--- src/rsq_defines.vh ---
// Purpose: constants for the reset sequencer
// Assumes: core_clk is the oscillator clock, one period per oscillator_period
// Notes:   counts are in oscillator periods
`ifndef RSQ_DEFINES_VH
`define RSQ_DEFINES_VH
`define RSQ_WDT_STRETCH     64
`define RSQ_CNT_W           5
`define RSQ_ALE_DELAY       32
`define RSQ_SYNC_CYCLES     2
`define RSQ_CFG_CYCLES      4
`define RSQ_VECTOR          24'hFF0000
`endif

--- src/rsq_stretch.v ---
// Purpose: stretch a watchdog reset request to the full reset width
// Assumes: core_clk is the oscillator clock
// Notes:   5-bit counter ticks every second period, giving 64 periods
`timescale 1ns/1ps
`default_nettype none
`include "rsq_defines.vh"
module rsq_stretch #(
	parameter CNT_W = `RSQ_CNT_W
) (
	input  wire core_clk,   // Oscillator clock
	input  wire sys_rst,    // Async reset, active high
	input  wire clk_en,     // Clock enable
	input  wire trigger,    // Watchdog expiry pulse
	output wire stretch_on  // Stretched reset level
);
	reg [CNT_W-1:0] cnt_q;
	reg             half_q;
	reg             act_q;
	assign stretch_on = act_q | trigger;
	always @(posedge core_clk or posedge sys_rst)
	begin
		if (sys_rst)
		begin
			cnt_q  <= {CNT_W{1'b0}};
			half_q <= 1'b0;
			act_q  <= 1'b0;
		end
		else if (clk_en)
		begin
			if (trigger)
			begin
				// Restart so a late expiry still gets a full width
				cnt_q  <= {CNT_W{1'b1}};
				half_q <= 1'b1;
				act_q  <= 1'b1;
			end
			else if (act_q)
			begin
				half_q <= ~half_q;
				if (!half_q)
				begin
					if (cnt_q == {CNT_W{1'b0}})
						act_q <= 1'b0;
					else
						cnt_q <= cnt_q - 1'b1;
				end
			end
		end
	end
endmodule // rsq_stretch
`default_nettype wire

--- src/rsq_reset_sequencer.v ---
// Purpose: merge reset sources, force pins, run the reset routine
// Assumes: rst_pin already Schmitt-filtered; inputs synchronous except rst_pin and sys_rst
// Notes:   special function register load is the sfr_load level to the core, held through ST_HOLD
`timescale 1ns/1ps
`default_nettype none
`include "rsq_defines.vh"
module rsq_reset_sequencer #(
	parameter ALE_DELAY  = `RSQ_ALE_DELAY,
	parameter SYNC_CYC   = `RSQ_SYNC_CYCLES,
	parameter CFG_CYC    = `RSQ_CFG_CYCLES
) (
	input  wire        core_clk,         // Oscillator clock
	input  wire        sys_rst,          // Async reset, active high (power-on)
	input  wire        clk_en,           // Freezes state while low
	input  wire        rst_pin,          // External reset pin, active high
	input  wire        hardware_watchdog_exp,       // Watchdog overflow pulse
	input  wire        counter_array_watchdog_exp,  // Counter-array match pulse
	input  wire        pof_wr,           // Software write strobe for flag
	input  wire        pof_wdata,        // Value written to flag
	input  wire        powerdown_set,    // Software sets powerdown_bit
	input  wire        idle_set,         // Software sets idle_bit
	output wire        pin_force,        // Async force of port pins to reset
	output wire        weak_pullup,      // Weak pull-up on strobes and ports
	output wire        core_reset,       // Synchronous internal reset
	output reg         sfr_load,         // Load registers with reset values
	output reg         cfg_fetch,        // Configuration fetch in progress
	output reg         vector_jump,      // Start execution at vector
	output reg  [23:0] vector_addr,      // Reset vector address
	output reg         ale_first,        // First address latch strobe pulse
	output reg         power_loss_flag,  // 1 after cold start
	output reg         powerdown_bit,    // Powerdown mode bit
	output reg         idle_bit          // Idle mode bit
);
	localparam ST_RUN  = 3'd0;
	localparam ST_HOLD = 3'd1;
	localparam ST_SYNC = 3'd2;
	localparam ST_CFG  = 3'd3;
	localparam ST_ALE  = 3'd4;

	wire       wdt_trig;
	wire       wdt_rst;
	wire       comb_rst;
	reg  [1:0] sync_q;
	reg        phase_q;
	reg        seen_q;
	reg  [2:0] state_q;
	reg  [5:0] cnt_q;

	assign wdt_trig = hardware_watchdog_exp | counter_array_watchdog_exp;

	rsq_stretch u_stretch (
		.core_clk   (core_clk),
		.sys_rst    (sys_rst),
		.clk_en     (clk_en),
		.trigger    (wdt_trig),
		.stretch_on (wdt_rst)
	);

	// Watchdog and pin both force pins; only the pin and sys_rst drive the weak pull-up
	assign comb_rst    = rst_pin | wdt_rst;
	assign pin_force   = comb_rst | sys_rst;
	assign weak_pullup = rst_pin | sys_rst;
	assign core_reset  = (state_q != ST_RUN);

	// Pin level is asynchronous; two flops before use
	always @(posedge core_clk or posedge sys_rst)
	begin
		if (sys_rst)
			sync_q <= 2'b11;
		else if (clk_en)
			sync_q <= {sync_q[0], comb_rst};
	end

	always @(posedge core_clk or posedge sys_rst)
	begin
		if (sys_rst)
		begin
			phase_q         <= 1'b0;
			seen_q          <= 1'b1;
			state_q         <= ST_HOLD;
			cnt_q           <= 6'h00;
			sfr_load        <= 1'b0;
			cfg_fetch       <= 1'b0;
			vector_jump     <= 1'b0;
			vector_addr     <= 24'h000000;
			ale_first       <= 1'b0;
			power_loss_flag <= 1'b1;
			powerdown_bit   <= 1'b0;
			idle_bit        <= 1'b0;
		end
		else if (clk_en)
		begin
			phase_q     <= ~phase_q;
			sfr_load    <= 1'b0;
			vector_jump <= 1'b0;
			ale_first   <= 1'b0;
			if (phase_q)
				seen_q <= sync_q[1];
			if (pof_wr)
				power_loss_flag <= pof_wdata;
			if (seen_q)
			begin
				powerdown_bit <= 1'b0;
				idle_bit      <= 1'b0;
			end
			else
			begin
				if (powerdown_set)
					powerdown_bit <= 1'b1;
				if (idle_set)
					idle_bit <= 1'b1;
			end
			case (state_q)
			ST_RUN:
				if (seen_q)
					state_q <= ST_HOLD;
			ST_HOLD:
			begin
				sfr_load  <= 1'b1;
				cfg_fetch <= 1'b0;
				if (!seen_q)
				begin
					state_q <= ST_SYNC;
					cnt_q   <= 6'h00;
				end
			end
			ST_SYNC:
			begin
				cnt_q <= cnt_q + 6'h01;
				if (cnt_q == SYNC_CYC[5:0] - 6'h01)
				begin
					state_q   <= ST_CFG;
					cfg_fetch <= 1'b1;
				end
			end
			ST_CFG:
			begin
				cnt_q <= cnt_q + 6'h01;
				if (cnt_q == SYNC_CYC[5:0] + CFG_CYC[5:0] - 6'h01)
				begin
					state_q   <= ST_ALE;
					cfg_fetch <= 1'b0;
				end
			end
			ST_ALE:
			begin
				cnt_q <= cnt_q + 6'h01;
				if (cnt_q == ALE_DELAY[5:0] - 6'h01)
				begin
					state_q     <= ST_RUN;
					ale_first   <= 1'b1;
					vector_jump <= 1'b1;
					vector_addr <= `RSQ_VECTOR;
				end
			end
			default:
				state_q <= ST_HOLD;
			endcase
			if (seen_q && state_q != ST_RUN && state_q != ST_HOLD)
				state_q <= ST_HOLD;
		end
	end
endmodule // rsq_reset_sequencer
`default_nettype wire

--- config.mk ---
export PLATFORM = sky130hd
export DESIGN_NAME = rsq_reset_sequencer
export DESIGN_NICKNAME = d
export VERILOG_FILES = /design/src/rsq_stretch.v /design/src/rsq_reset_sequencer.v
export VERILOG_INCLUDE_DIRS = /design/src
export SDC_FILE = /design/constraint.sdc
export NUM_CORES = 1
export LEC_CHECK = 0
export ABC_CLOCK_PERIOD_IN_PS = 2200
export BUFFER_PORTS_ARGS = -buffer_cell sky130_fd_sc_hd__buf_2
export CORE_ASPECT_RATIO = 1.5
export CORE_MARGIN = 1
export CORE_UTILIZATION = 50
export CTS_CLUSTER_SIZE = 8
export DETAILED_ROUTE_END_ITERATION = 16
export PLACE_DENSITY_LB_ADDON = 0.12
export SYNTH_ARGS = -nofsm -noshare
export SYNTH_HDL_FRONTEND = slang
export SYNTH_SLANG_ARGS = --single-unit
--- constraint.sdc ---
create_clock -name core_clk -period 2.2 [get_ports core_clk]
set_clock_uncertainty 0.2 [all_clocks]
set_input_delay 0.33 -clock core_clk [delete_from_list [all_inputs] [get_ports core_clk]]
set_output_delay 0.33 -clock core_clk [all_outputs]
set_load 0.1 [all_outputs]
# Word level (Yosys, flattened, before mapping)
# Index checks and enable logic that the tools add are counted.
# word_totals
ff_bits,27
latchBits,0
ramBits,0
rom_bits,0
output_inout_bits,34
memories,0
# op_classes
addsub,2
n_mul,0
n_div,0
n_lt_le_gt_ge,0
n_eq_ne,18
shift,0
muxes,29
n_bitwise,7
n_reduce_logical,21
# ops
op,count
two-way mux 5 bit,4
two-way mux 3 bit,6
two-way mux 1 bit,15
!= test 3 bit (second input constant),5
one-hot mux 3 bit (5 select lines),1
one-hot mux 6 bit (2 select lines),1
AND reduction 2 bit,5
AND reduction 4 bit,2
nonzero test 2 bit,4
adder 6 x 1 -> 6 bit (second input constant),1
== test 3 x 2 -> 1 bit (second input constant),2
== test 6 x 1 -> 1 bit (second input constant),1
== test 6 x 3 -> 1 bit (second input constant),1
== test 6 x 5 -> 1 bit (second input constant),1
two-way mux 6 bit,1
!= test 2 bit (second input constant),3
AND reduction 3 bit,2
AND reduction 6 bit,1
nonzero test 3 bit,2
logical NOT 5 bit,1
OR 1 bit,5
subtractor 5 x 1 -> 5 bit (second input constant),1
!= test 2 x 1 -> 1 bit (second input constant),2
== test 3 x 1 -> 1 bit (second input constant),1
other kinds (7),9

# Depth between registers and ports, before layout
# Gate-level depths: netlist of run 1.
# logic_depth
word_depth,5
mapped_depth,7
ltp_nobuf,7

# Cells and area by module
# Synthesis of run 1 repeated with hierarchy kept, for this count alone.
# hier_totals
hier_cells,172
hier_area_um2,1640.3
# modules_own_cells
mod,instances,cells_each,area_each_um2,seq_area_each_um2
rsq_reset_sequencer,1,132,1234.9,506.7
rsq_stretch,1,40,405.4,175.2

# Worst setup path before layout of run 1
# OpenSTA, ideal clock, no wires.
# synth_path
path_kind,register to output
from,reg vector_addr[16] (netlist name)
to,out vector_addr[17]
t_arrival_ps,1433
t_required_ps,1670
path_slack_ps,237
path_stages_with_launch,2
path_buffers,1
path_cell_list,dfrtp_1 > buf_4
# synth_rtl
item,line_no,rtl
to (decl),rsq_reset_sequencer.v:28,"output reg [23:0] vector_addr,"

# Worst setup path after layout of run 1
# layout_path
from,reg state_q[0]
to,out core_reset
# layout_via
elab_chain_cells,1
# layout_rtl
item,line_no,rtl
from (decl),rsq_reset_sequencer.v:46,reg [2:0] state_q;
from (signal assigned),rsq_reset_sequencer.v:80,state_q <= ST_HOLD;
from (signal assigned),rsq_reset_sequencer.v:116,state_q <= ST_HOLD;
from (signal assigned),rsq_reset_sequencer.v:123,state_q <= ST_SYNC;
nonzero test 3 bit,rsq_reset_sequencer.v:63,assign core_reset = (state_q != ST_RUN);
to (decl),rsq_reset_sequencer.v:24,"output wire core_reset,"
# No other way between the ends.

==> results of run 1 <==
-- Yosys cell counts (2+ instances only) --
cell       n  area [um2]
nor3_1     5        25.0
ha_1       3        37.5
nor2_1    16        60.1
inv_2      2        7.51
o211ai_1   2        15.0
a21oi_1   14        70.1
xor2_1     5        43.8
nand2b_1   2        12.5
buf_6      2        22.5
dfstp_2    5         131
mux2_2     3        33.8
and3_1     2        12.5
or2_2      2        12.5
o21ai_0    9        45.0
nand3_1    2        10.0
nor4_1     2        12.5
dfrtp_1   22         551
inv_1      9        33.8
nand2_1   13        48.8
buf_4     25         188
-- cells by family (layout without fill, tap and decap cells) --
kind of cell	Yosys count	count (layout)	share of synthesized area (%)
DFF	27	27	42.6
adders and majority gates	3	3	2.35
other	1	16	0.234
buffers and inverters	41	45	16.5
and+or+nand+nor	53	53	17.4
muxes	4	4	2.74
xor gates and xnor gates	5	5	2.74
AOI/OAI and AO/OA	38	38	15.4
-- registers in the layout, summed over array words and instances, names as in the netlist, 2 cells and up --
signal / count
state_q: 3
cnt_q: 6
u_stretch.cnt_q: 5
sync_q: 2
-- repair_timing --
item / CTS / global route
setup endpoints to repair: 0 / 0
endpoints found under the hold margin: 22 / 0
hold buffers: 1 / 0
-- power by group through the flow --
stage	combinational (W)	sequential [W]	clock, W
after floorplan	0.000253	0.000643	0
after global placement	0.000320	0.000596	0
after detailed placement	0.000329	0.000600	0
after CTS	0.000331	0.000591	0.000305
after global routing	0.000354	0.000598	0.000324
final	0.000328	0.000591	0.000297
-- area by class of cell --
| cell class | instances | area [um2] | share of cell area, % |
|---|---|---|---|
| Sequential cell | 27 | 682 | 40.3 |
| Clock buffer | 3 | 41.3 | 2.44 |
| Inverter | 11 | 41.3 | 2.44 |
| Tap cell | 39 | 48.8 | 2.88 |
| Timing Repair Buffer | 30 | 160 | 9.47 |
| Clock inverter | 1 | 7.51 | 0.444 |
| Multi-Input combinational cell | 119 | 711 | 42.0 |
-- metal layers --
metal | vias to the layer above | wire length, um
met5 | - | 0
met4 | 0 | 78
met3 | 8 | 66
met2 | 23 | 1690
met1 | 550 | 1170
li1 | 582 | -
-- through the flow --
step           instance area [um2]  hold slack (ns)
2_1_floorplan                 1660            0.179
3_5_place_dp                  1630            0.223
5_1_grt                       1690           0.0763
6_report                      1690           0.0834
3_3_place_gp                  1630            0.212
4_1_cts                       1690           0.0820
-- worst register-to-register path, delay by kind of cell, from the launching register on --
kind,cells,cell delay (ns)
compound gates,2,0.16
simple gates,2,0.63
xor+xnor,1,0.12
flops,1,0.69
-- how the worst min path moves through the flow --
stage | start | end | slack, ns | cells after the start
finish | pof_wdata | power_loss_flag | 0.08 | 2
global route | pof_wdata | power_loss_flag | 0.08 | 2
CTS | pof_wdata | power_loss_flag | 0.08 | 2
detailed placement | sys_rst | idle_bit | 0.22 | 3
global placement | sys_rst | idle_bit | 0.21 | 3
floorplan | sys_rst | ale_first | 0.18 | 1
==> impl_results.md, run 1 <==
- Flop2flop setup slack: 0.30 ns
- Class of the most critical hold timing path: in -> reg
- Core area: 0.00297 mm2
- I/O pins: 44
- Antenna cells: 0
- Mapped Area: 0.00160 mm2
- # placed instances: 225
- Final std cells w/o fill: 230
- Critical R2R Launch: state_q[0]
- CTS max path bufs: 2
- Antenna viol nets, final: 0
- Count of cell types in the netlist: 47
- Total die area: 0.00344 mm2
- Drt total wl: 3010 um
- CP Max Fanout: 10
- DRT iter0 DRCs: 26
- Drt via density: 5.06
- Outcome: finished, final reports clean
- Vias: 1163
- P_leak: 0.807 nW
- Switching part of the total: 39.2%
- Met2 GRT Util: 33.9%
- Worst Tran Pin Value: 0.495 ns
- MaxCap Viol Count: 0
- Number of stages on the worst setup path: 2
- Commonest non-fill, non-tap cell in the layout: buf_2
- Clock Power Share: 24.4%
- Pins Over Slew Limit: 0
- Psw: 0.000476 W
- Critical Path RT: 1.67 ns
- Unrepaired setup endpoints after global routing: no
- Min Clock Period, post-route: 2.07 ns
- Worst path slowest cell: dfstp_2
- Crit path kind: reg -> out
- Vias in the first global route: 1099
- GR Layer Usage met3: 3.78%
- Clock tree sinks: 27
- Crit path capture type: output pin
- CP bufs+invs: 1
- Remaining Overflow, GRT: 0
- Final Cycle Share: 93.9%
- Post-CTS Resized: 0
- Comb power frac: 27.0%
- Clock H-tree levels: 1
- Final Hold Fails: 0
- Total Power: 0.00122 W
- Final Util: 56.9%
- F_max: 0.484 GHz
- Rows: 24
- R2R Path End: state_q[1]
- Worst endpoint data arrival time: 1.54 ns
- Slew HR: 66.7%
- Most used DFF post-synth: dfrtp_1
- Peak VDD IR: 0.000405 V
- FILL cells: 277
- Worst Slack Setup Final: 0.134 ns
- EDFF count, synth: 0
- Grt peak-use layer: met2
- Area Growth Syn to Fin: 5.71%
- Reg clk slew, reported paths: 0.10 ns
- Crit-path cells: or3_2, buf_2
- Most frequent cells in the layout: 27 x buf_2, 22 x dfrtp_1, 16 x nor2_1, 16 x conb_1, 14 x a21oi_1
- TritonCTS clock tree: done
- Sequential fraction of the synthesis area: 42.6%
- Syn Area/Cell: 9.30 um2
- Cell-internal power: 0.000739 W
- Total CTS buffers: 3
- Nets@finish: 205
- M1 GR Usage: 24.3%
- Clock Latency Late Sink: 0.28 ns
- Register share of total power: 48.6%
- WL per Instance: 13.1 um
- Setup tns final: 0 ns
- CP Capture Point: core_reset
- PortBufs: 27
- Gate Count Post-Synth: 172
- #FFs+latches synth: 27
- Syn. warnings: 0
- RD Place Congestion: 0.795
- Die Ht: 71.3 um
- Largest net degree at the start of global routing: 28
- Post-CTS setup buffer count: 0
- Worst slack at placement: 0.271 ns
- Power density cells: 718 mW/mm2
- First-pass GRT wire length: 5000 um
- CP delay by family, top: flip-flops
- Worst r2r path cells: 5
- Clock root buffer: clkbuf_8
- Startpoint types: flop
- DR pass1 iterations: 4
- CP peak stage delay: 0.69 ns
- Number of setup violations in the final report: 0
- Post-route DRC violation count: 0
- Starting Density: 53.8%
- Tot GR Track Use: 20.4%
- Crit path from: state_q[0]
- Final HPWL DP: 2310 um
- Die W: 48.2 um
- Antenna violations before repair: 0
- Ys async rst share: 100%
- Share of layout cells above drive strength 1: 27.2%
No activity file was read; power rests on OpenSTA's default activity.
==> run 2: changes to the inputs <==
--- a/config.mk
+++ b/config.mk
@@ -14,6 +14,7 @@
 export CTS_CLUSTER_SIZE = 8
 export DETAILED_ROUTE_END_ITERATION = 16
 export PLACE_DENSITY_LB_ADDON = 0.12
+export RECOVER_POWER = 25
 export SYNTH_ARGS = -nofsm -noshare
 export SYNTH_HDL_FRONTEND = slang
 export SYNTH_SLANG_ARGS = --single-unit
==> run 2 against run 1 <==
Global-route usage unchanged; first-iteration DRC count unchanged; count of clock-buffer cells in the layout unchanged; worst hold slack about the same; worst setup slack unchanged; maximum frequency unchanged; routed wire length about the same; register-to-register slack about the same; clock power about the same; highest routed layer unchanged; sequential power about the same; critical path depth unchanged; cell area decreased by 0.22%.
==> impl_results.md, run 2 (synthesis gave the netlist of run 1 again) <==
- CP Max Fanout: 10 (unchanged)
- Die Ht: 71.3 um (unchanged)
- Core area: 0.00297 mm2 (unchanged)
- Worst Slack Setup Final: 0.134 ns (unchanged)
- WL per Instance: 13.1 um (about the same)
- Nets@finish: 205 (unchanged)
- Vias in the first global route: 1099 (unchanged)
- Largest register FFs: 6 (unchanged)
- Unrepaired setup endpoints after global routing: no
- Clock H-tree levels: 1 (unchanged)
- Antenna cells: 0 (unchanged)
- Total CTS buffers: 3 (unchanged)
- Most frequent cells in the layout: 26 x buf_2, 22 x dfrtp_1, 16 x nor2_1, 16 x conb_1, 14 x a21oi_1
- Min Clock Period, post-route: 2.07 ns (unchanged)
- Tot GR Track Use: 20.4% (unchanged)
- Top flop regs: cnt_q (6), u_stretch.cnt_q (5), state_q (3)
- Share of layout cells above drive strength 1: 26.7% (-0.52 points)
- Largest net degree at the start of global routing: 28 (unchanged)
- Commonest non-fill, non-tap cell in the layout: buf_2
- Final Hold Fails: 0 (unchanged)
- CTS max path bufs: 2 (unchanged)
- Startpoint types: flop
- Final HPWL DP: 2310 um (unchanged)
- MaxCap Viol Count: 0 (unchanged)
- First-pass GRT wire length: 5000 um (unchanged)
- Placed instance area: 0.00163 mm2 (unchanged)
- Clock root buffer: clkbuf_8
- Crit path kind: reg -> out
- Total die area: 0.00344 mm2 (unchanged)
- Cell area after layout: 0.00169 mm2 (-0.22%)
- TritonCTS clock tree: done
- Post-route DRC violation count: 0 (unchanged)
- DR pass1 iterations: 4 (unchanged)
- Outcome: finished, final reports clean
- Die W: 48.2 um (unchanged)
- Worst endpoint data arrival time: 1.54 ns (about the same)
- Rows: 24 (unchanged)
- I/O pins: 44 (unchanged)
- Critical Path RT: 1.67 ns (about the same)
- Number of setup violations in the final report: 0 (unchanged)
- Antenna viol nets, final: 0 (unchanged)
- FILL cells: 276 (-0.36%)
- Hold Slack: 0.0835 ns (+0.000152 ns)
- Reg clk slew, reported paths: 0.10 ns (about the same)
- Clock Latency Late Sink: 0.28 ns (about the same)
- Pins Over Slew Limit: 0 (unchanged)
- PortBufs: 27 (unchanged)
- Setup tns final: 0 ns (unchanged)
- Top reg by flops: cnt_q
- P_leak: 0.803 nW (-0.42%)
- Post-CTS Resized: 0 (unchanged)
- Antenna violations before repair: 0 (unchanged)
- Remaining Overflow, GRT: 0 (unchanged)
- F_max: 0.484 GHz (unchanged)
- Crit path capture type: output pin
- Vias: 1164 (+0.086%)
- DRT iter0 DRCs: 26 (unchanged)
- Flop2flop setup slack: 0.30 ns (about the same)
- RD Place Congestion: 0.795 (unchanged)
- Power density cells: 719 mW/mm2 (+0.14%)
- Area Growth Syn to Fin: 5.47%
- Total Power: 0.00121 W (about the same)
- Starting Density: 53.8% (unchanged)
- Slew HR: 54.5% (-12 points)
- Drt total wl: 3010 um (about the same)
- Final Cycle Share: 93.9% (unchanged)
- Drt via density: 5.06 (about the same)
- Class of the most critical hold timing path: in -> reg
- Worst Tran Pin Value: 0.683 ns (+0.188 ns)
- Peak VDD IR: 0.000406 V (+0.15%)
- Worst slack at placement: 0.271 ns (unchanged)
- Clock tree sinks: 27 (unchanged)
## run 2: cell count changes in the layout (fill, tap and decap cells not counted)
cell	previous run	this run
buf_2	27	26
buf_4	2	1
clkbuf_1	0	1
clkbuf_2	0	1
## run 2: critical path, cell delays in order (launching register included)
cell and delay, ns:
dfstp_2 0.69, or3_2 0.16, buf_2 0.41
## run 2: timing repair
item	4_1_cts	5_1_grt
hold buffers	1	0
endpoints found under the setup margin	0	0
hold endpoints to repair	22	0
buffers inserted	0	0
## run 2: layer usage
layer,up-vias,global-route usage (%),wire [um]
li1,583,-,-
met1,550,24.3,1170
met2,23,33.9,1690
met3,8,3.78,65
met4,0,8.95,78
met5,-,0,0
## run 2: worst paths after layout
kind,to,start,cells past startpoint
max in group asynchronous,cnt_q[4],sys_rst,4
worst max-delay path,core_reset,state_q[0],2
worst min register to register,phase_q,phase_q,1
worst max register to register,state_q[1],state_q[0],5
worst min-delay path,power_loss_flag,pof_wdata,2
min in group asynchronous,idle_bit,sys_rst,4
## run 2: cell type report
cell class / count / area [um2] / area share [%]
multi-input cells: 119 / 711 / 42.1
well taps: 39 / 48.8 / 2.89
inverters: 11 / 41.3 / 2.45
clock buffers: 3 / 41.3 / 2.45
clock inverters: 1 / 7.51 / 0.445
flip-flops and latches: 27 / 682 / 40.4
repair buffers: 30 / 156 / 9.27
## run 2: where the power goes
part           switching, W  internal (W)  leakage, nW
clock              0.000168      0.000129       0.0217
sequential        0.0000478      0.000543        0.314
combinational      0.000260     0.0000664        0.467
## run 2: through the flow
step,utilization (%),std cells
3_3_place_gp,54.9,225
6_report,56.8,230
5_1_grt,56.8,230
3_5_place_dp,54.9,225
2_1_floorplan,-,187
4_1_cts,56.9,230
==> run 3: changes to the inputs <==
--- a/config.mk
+++ b/config.mk
@@ -6,11 +6,13 @@
 export SDC_FILE = /design/constraint.sdc
 export NUM_CORES = 1
 export LEC_CHECK = 0
-export ABC_CLOCK_PERIOD_IN_PS = 2200
+export ABC_CLOCK_PERIOD_IN_PS = 2300
 export BUFFER_PORTS_ARGS = -buffer_cell sky130_fd_sc_hd__buf_2
+export CELL_PAD_IN_SITES_DETAIL_PLACEMENT = 2
+export CELL_PAD_IN_SITES_GLOBAL_PLACEMENT = 2
 export CORE_ASPECT_RATIO = 1.5
 export CORE_MARGIN = 1
-export CORE_UTILIZATION = 50
+export CORE_UTILIZATION = 31
 export CTS_CLUSTER_SIZE = 8
 export DETAILED_ROUTE_END_ITERATION = 16
 export PLACE_DENSITY_LB_ADDON = 0.12
==> constraint.sdc (replaced) <==
create_clock -name core_clk -period 2.3 [get_ports core_clk]
set_clock_uncertainty 0.2 [all_clocks]
set_input_delay 0.345 -clock core_clk [delete_from_list [all_inputs] [get_ports core_clk]]
set_output_delay 0.345 -clock core_clk [all_outputs]
set_load 0.1 [all_outputs]
==> run 3 against run 2 <==
Routed wire length grew 32%; core utilization decreased by 22 points; die area rose by 59%; power decreased by 3.9%; non-clock buffer count grew 1; critical path type unchanged; first-iteration DRC count fell by 27%; critical path depth unchanged; largest cell class unchanged; cell area rose by 2.1%.
==> impl_results.md, run 3 (synthesis gave the netlist of run 1 again) <==
- Reg clk slew, reported paths: 0.09 ns (about the same)
- Top flop regs: cnt_q (6), u_stretch.cnt_q (5), state_q (3)
- Most frequent cells in the layout: 27 x buf_2, 22 x dfrtp_1, 16 x nor2_1, 16 x conb_1, 14 x a21oi_1
- Register share of total power: 48.7% (about the same)
- DR pass1 iterations: 2 (-2)
- Vias: 1226 (+5.3%)
- Rows: 31 (+29%)
- CTS max path bufs: 2 (unchanged)
- Setup tns final: 0 ns (unchanged)
- Psw: 0.000459 W (-3.6%)
- Drt total wl: 3970 um (+32%)
- Antenna viol nets, final: 0 (unchanged)
- Final HPWL DP: 3100 um (+34%)
- Largest net degree at the start of global routing: 28 (unchanged)
- Commonest non-fill, non-tap cell in the layout: buf_2
- Class of the most critical hold timing path: in -> reg
- Min Clock Period, post-route: 2.09 ns
- Comb power frac: 27.6% (+0.7 points)
- Clock H-tree levels: 1 (unchanged)
- Crit path kind: reg -> out
- Post-route DRC violation count: 0 (unchanged)
- Worst r2r path cells: 7 (+2)
- Slew HR: 48.9% (-5.6 points)
- Tot GR Track Use: 16.1% (-4.3 points)
- Starting Density: 32.7% (-21 points)
- Crit path capture type: output pin
- Startpoint types: flop
- Remaining Overflow, GRT: 0 (unchanged)
- Clock tree sinks: 27 (unchanged)
- Flop2flop setup slack: 0.37 ns (+0.07 ns)
- WL per Instance: 15.4 um (+18%)
- Core area: 0.00489 mm2 (+64%)
- TritonCTS clock tree: done
- Antenna violations before repair: 0 (unchanged)
- Total CTS buffers: 3 (unchanged)
- Worst slack at placement: 0.338 ns (+0.0673 ns)
- Crit path from: state_q[1]
- CP Capture Point: core_reset
- Critical Path RT: 1.75 ns (+0.08 ns)
- Power density cells: 678 mW/mm2 (-5.8%)
- Share of layout cells above drive strength 1: 26.6% (-0.14 points)
- Number of setup violations in the final report: 0 (unchanged)
- Drt via density: 4.75 (-6.1%)
- PortBufs: 27 (unchanged)
- DRT iter0 DRCs: 19 (-27%)
- Nets@finish: 206 (+0.49%)
- Final Cycle Share: 90.7%
- Unrepaired setup endpoints after global routing: no
- Switching part of the total: 39.3% (+0.12 points)
- Post-CTS setup buffer count: 0 (unchanged)
- Critical R2R Launch: u_stretch.cnt_q[0]
- Clock Latency Late Sink: 0.28 ns (about the same)
- Final Hold Fails: 0 (unchanged)
- Top reg by flops: cnt_q
- Peak VDD IR: 0.000219 V (-46%)
- RD Place Congestion: 0.766 (-3.6%)
- P_leak: 0.808 nW (+0.66%)
- Worst Slack Setup Final: 0.213 ns (+0.0789 ns)
- Pins Over Slew Limit: 0 (unchanged)
- Cell-internal power: 0.000708 W (-4.1%)
- I/O pins: 44 (unchanged)
- Clock Power Share: 23.7% (-0.7 points)
- Area Growth Syn to Fin: 7.66%
- Vias in the first global route: 1311 (+19%)
- Die W: 60.7 um (+26%)
- First-pass GRT wire length: 6580 um (+32%)
- Worst endpoint data arrival time: 1.54 ns (about the same)
- F_max: 0.479 GHz
- Post-CTS Resized: 0 (unchanged)
- Outcome: finished, final reports clean
- Clock root buffer: clkbuf_8
- CP Max Fanout: 7 (-3)
- Antenna cells: 0 (unchanged)
- Largest register FFs: 6 (unchanged)
- Die Ht: 90.0 um (+26%)
- Total die area: 0.00546 mm2 (+59%)
- Worst Tran Pin Value: 0.767 ns (+0.0839 ns)
- MaxCap Viol Count: 0 (unchanged)
- R2R Path End: u_stretch.cnt_q[1]
run 3: cell types whose count changed in the layout (fill, tap and decap cells not counted):
| cell | before | now |
|---|---|---|
| clkinvlp_4 | 1 | 0 |
| clkbuf_1 | 1 | 2 |
| buf_2 | 26 | 27 |
run 3: worst min-delay path by stage:
stage	startpoint	slack, ns	cells after the start	end
2_1_floorplan	sys_rst	0.19	1	ale_first
3_3_place_gp	sys_rst	0.24	3	u_stretch.half_q
3_5_place_dp	sys_rst	0.25	3	ale_first
4_1_cts	pof_wdata	0.1	2	power_loss_flag
5_1_grt	pof_wdata	0.10	2	power_loss_flag
6_report	pof_wdata	0.10	2	power_loss_flag
run 3: cell type report:
type | instances | area, um2
clock buffer | 4 | 45.0
fill | 587 | 3160
inverter | 11 | 41.3
multi-input combinational | 119 | 711
sequential | 27 | 682
tap | 66 | 82.6
timing repair buffer | 31 | 161
run 3: what timing repair did:
item	CTS	global route
hold buffers	1	0
setup endpoints to repair	0	0
hold endpoints to repair	22	0
run 3: per-layer routing:
layer | global-route usage, % | part of all wire, % | wire length, um | vias up
met2 | 31.0 | 62 | 2460 | 8
met4 | 3.98 | 1.1 | 44 | 0
met5 | 0 | 0 | 0 | -
li1 | - | - | - | 581
met3 | 2.59 | 1.3 | 52 | 5
met1 | 17.0 | 36 | 1410 | 632
run 3: stage by stage:
step	total power, W	util, %	std cells	hold slack (ns)	instance area [um2]
3_5_place_dp	0.000904	34.3	253	0.253	1670
2_1_floorplan	0.000857	-	187	0.194	1660
5_1_grt	0.00122	35.3	258	0.101	1720
6_report	0.00117	35.3	258	0.101	1720
3_3_place_gp	0.000887	34.3	253	0.239	1670
4_1_cts	0.00119	35.4	258	0.0977	1730
run 3: worst max-delay path: stages (launching register included):
cell	delay, ns
dfrtp_1	0.49
or3_2	0.47
buf_2	0.30
run 3: power by group through the flow:
stage               sequential, W  combinational, W  clock [W]
floorplan                0.000615          0.000242          0
global placement         0.000576          0.000311          0
detailed placement       0.000579          0.000325          0
CTS                      0.000570          0.000327   0.000291
global route             0.000575          0.000345   0.000302
finish                   0.000569          0.000322   0.000277
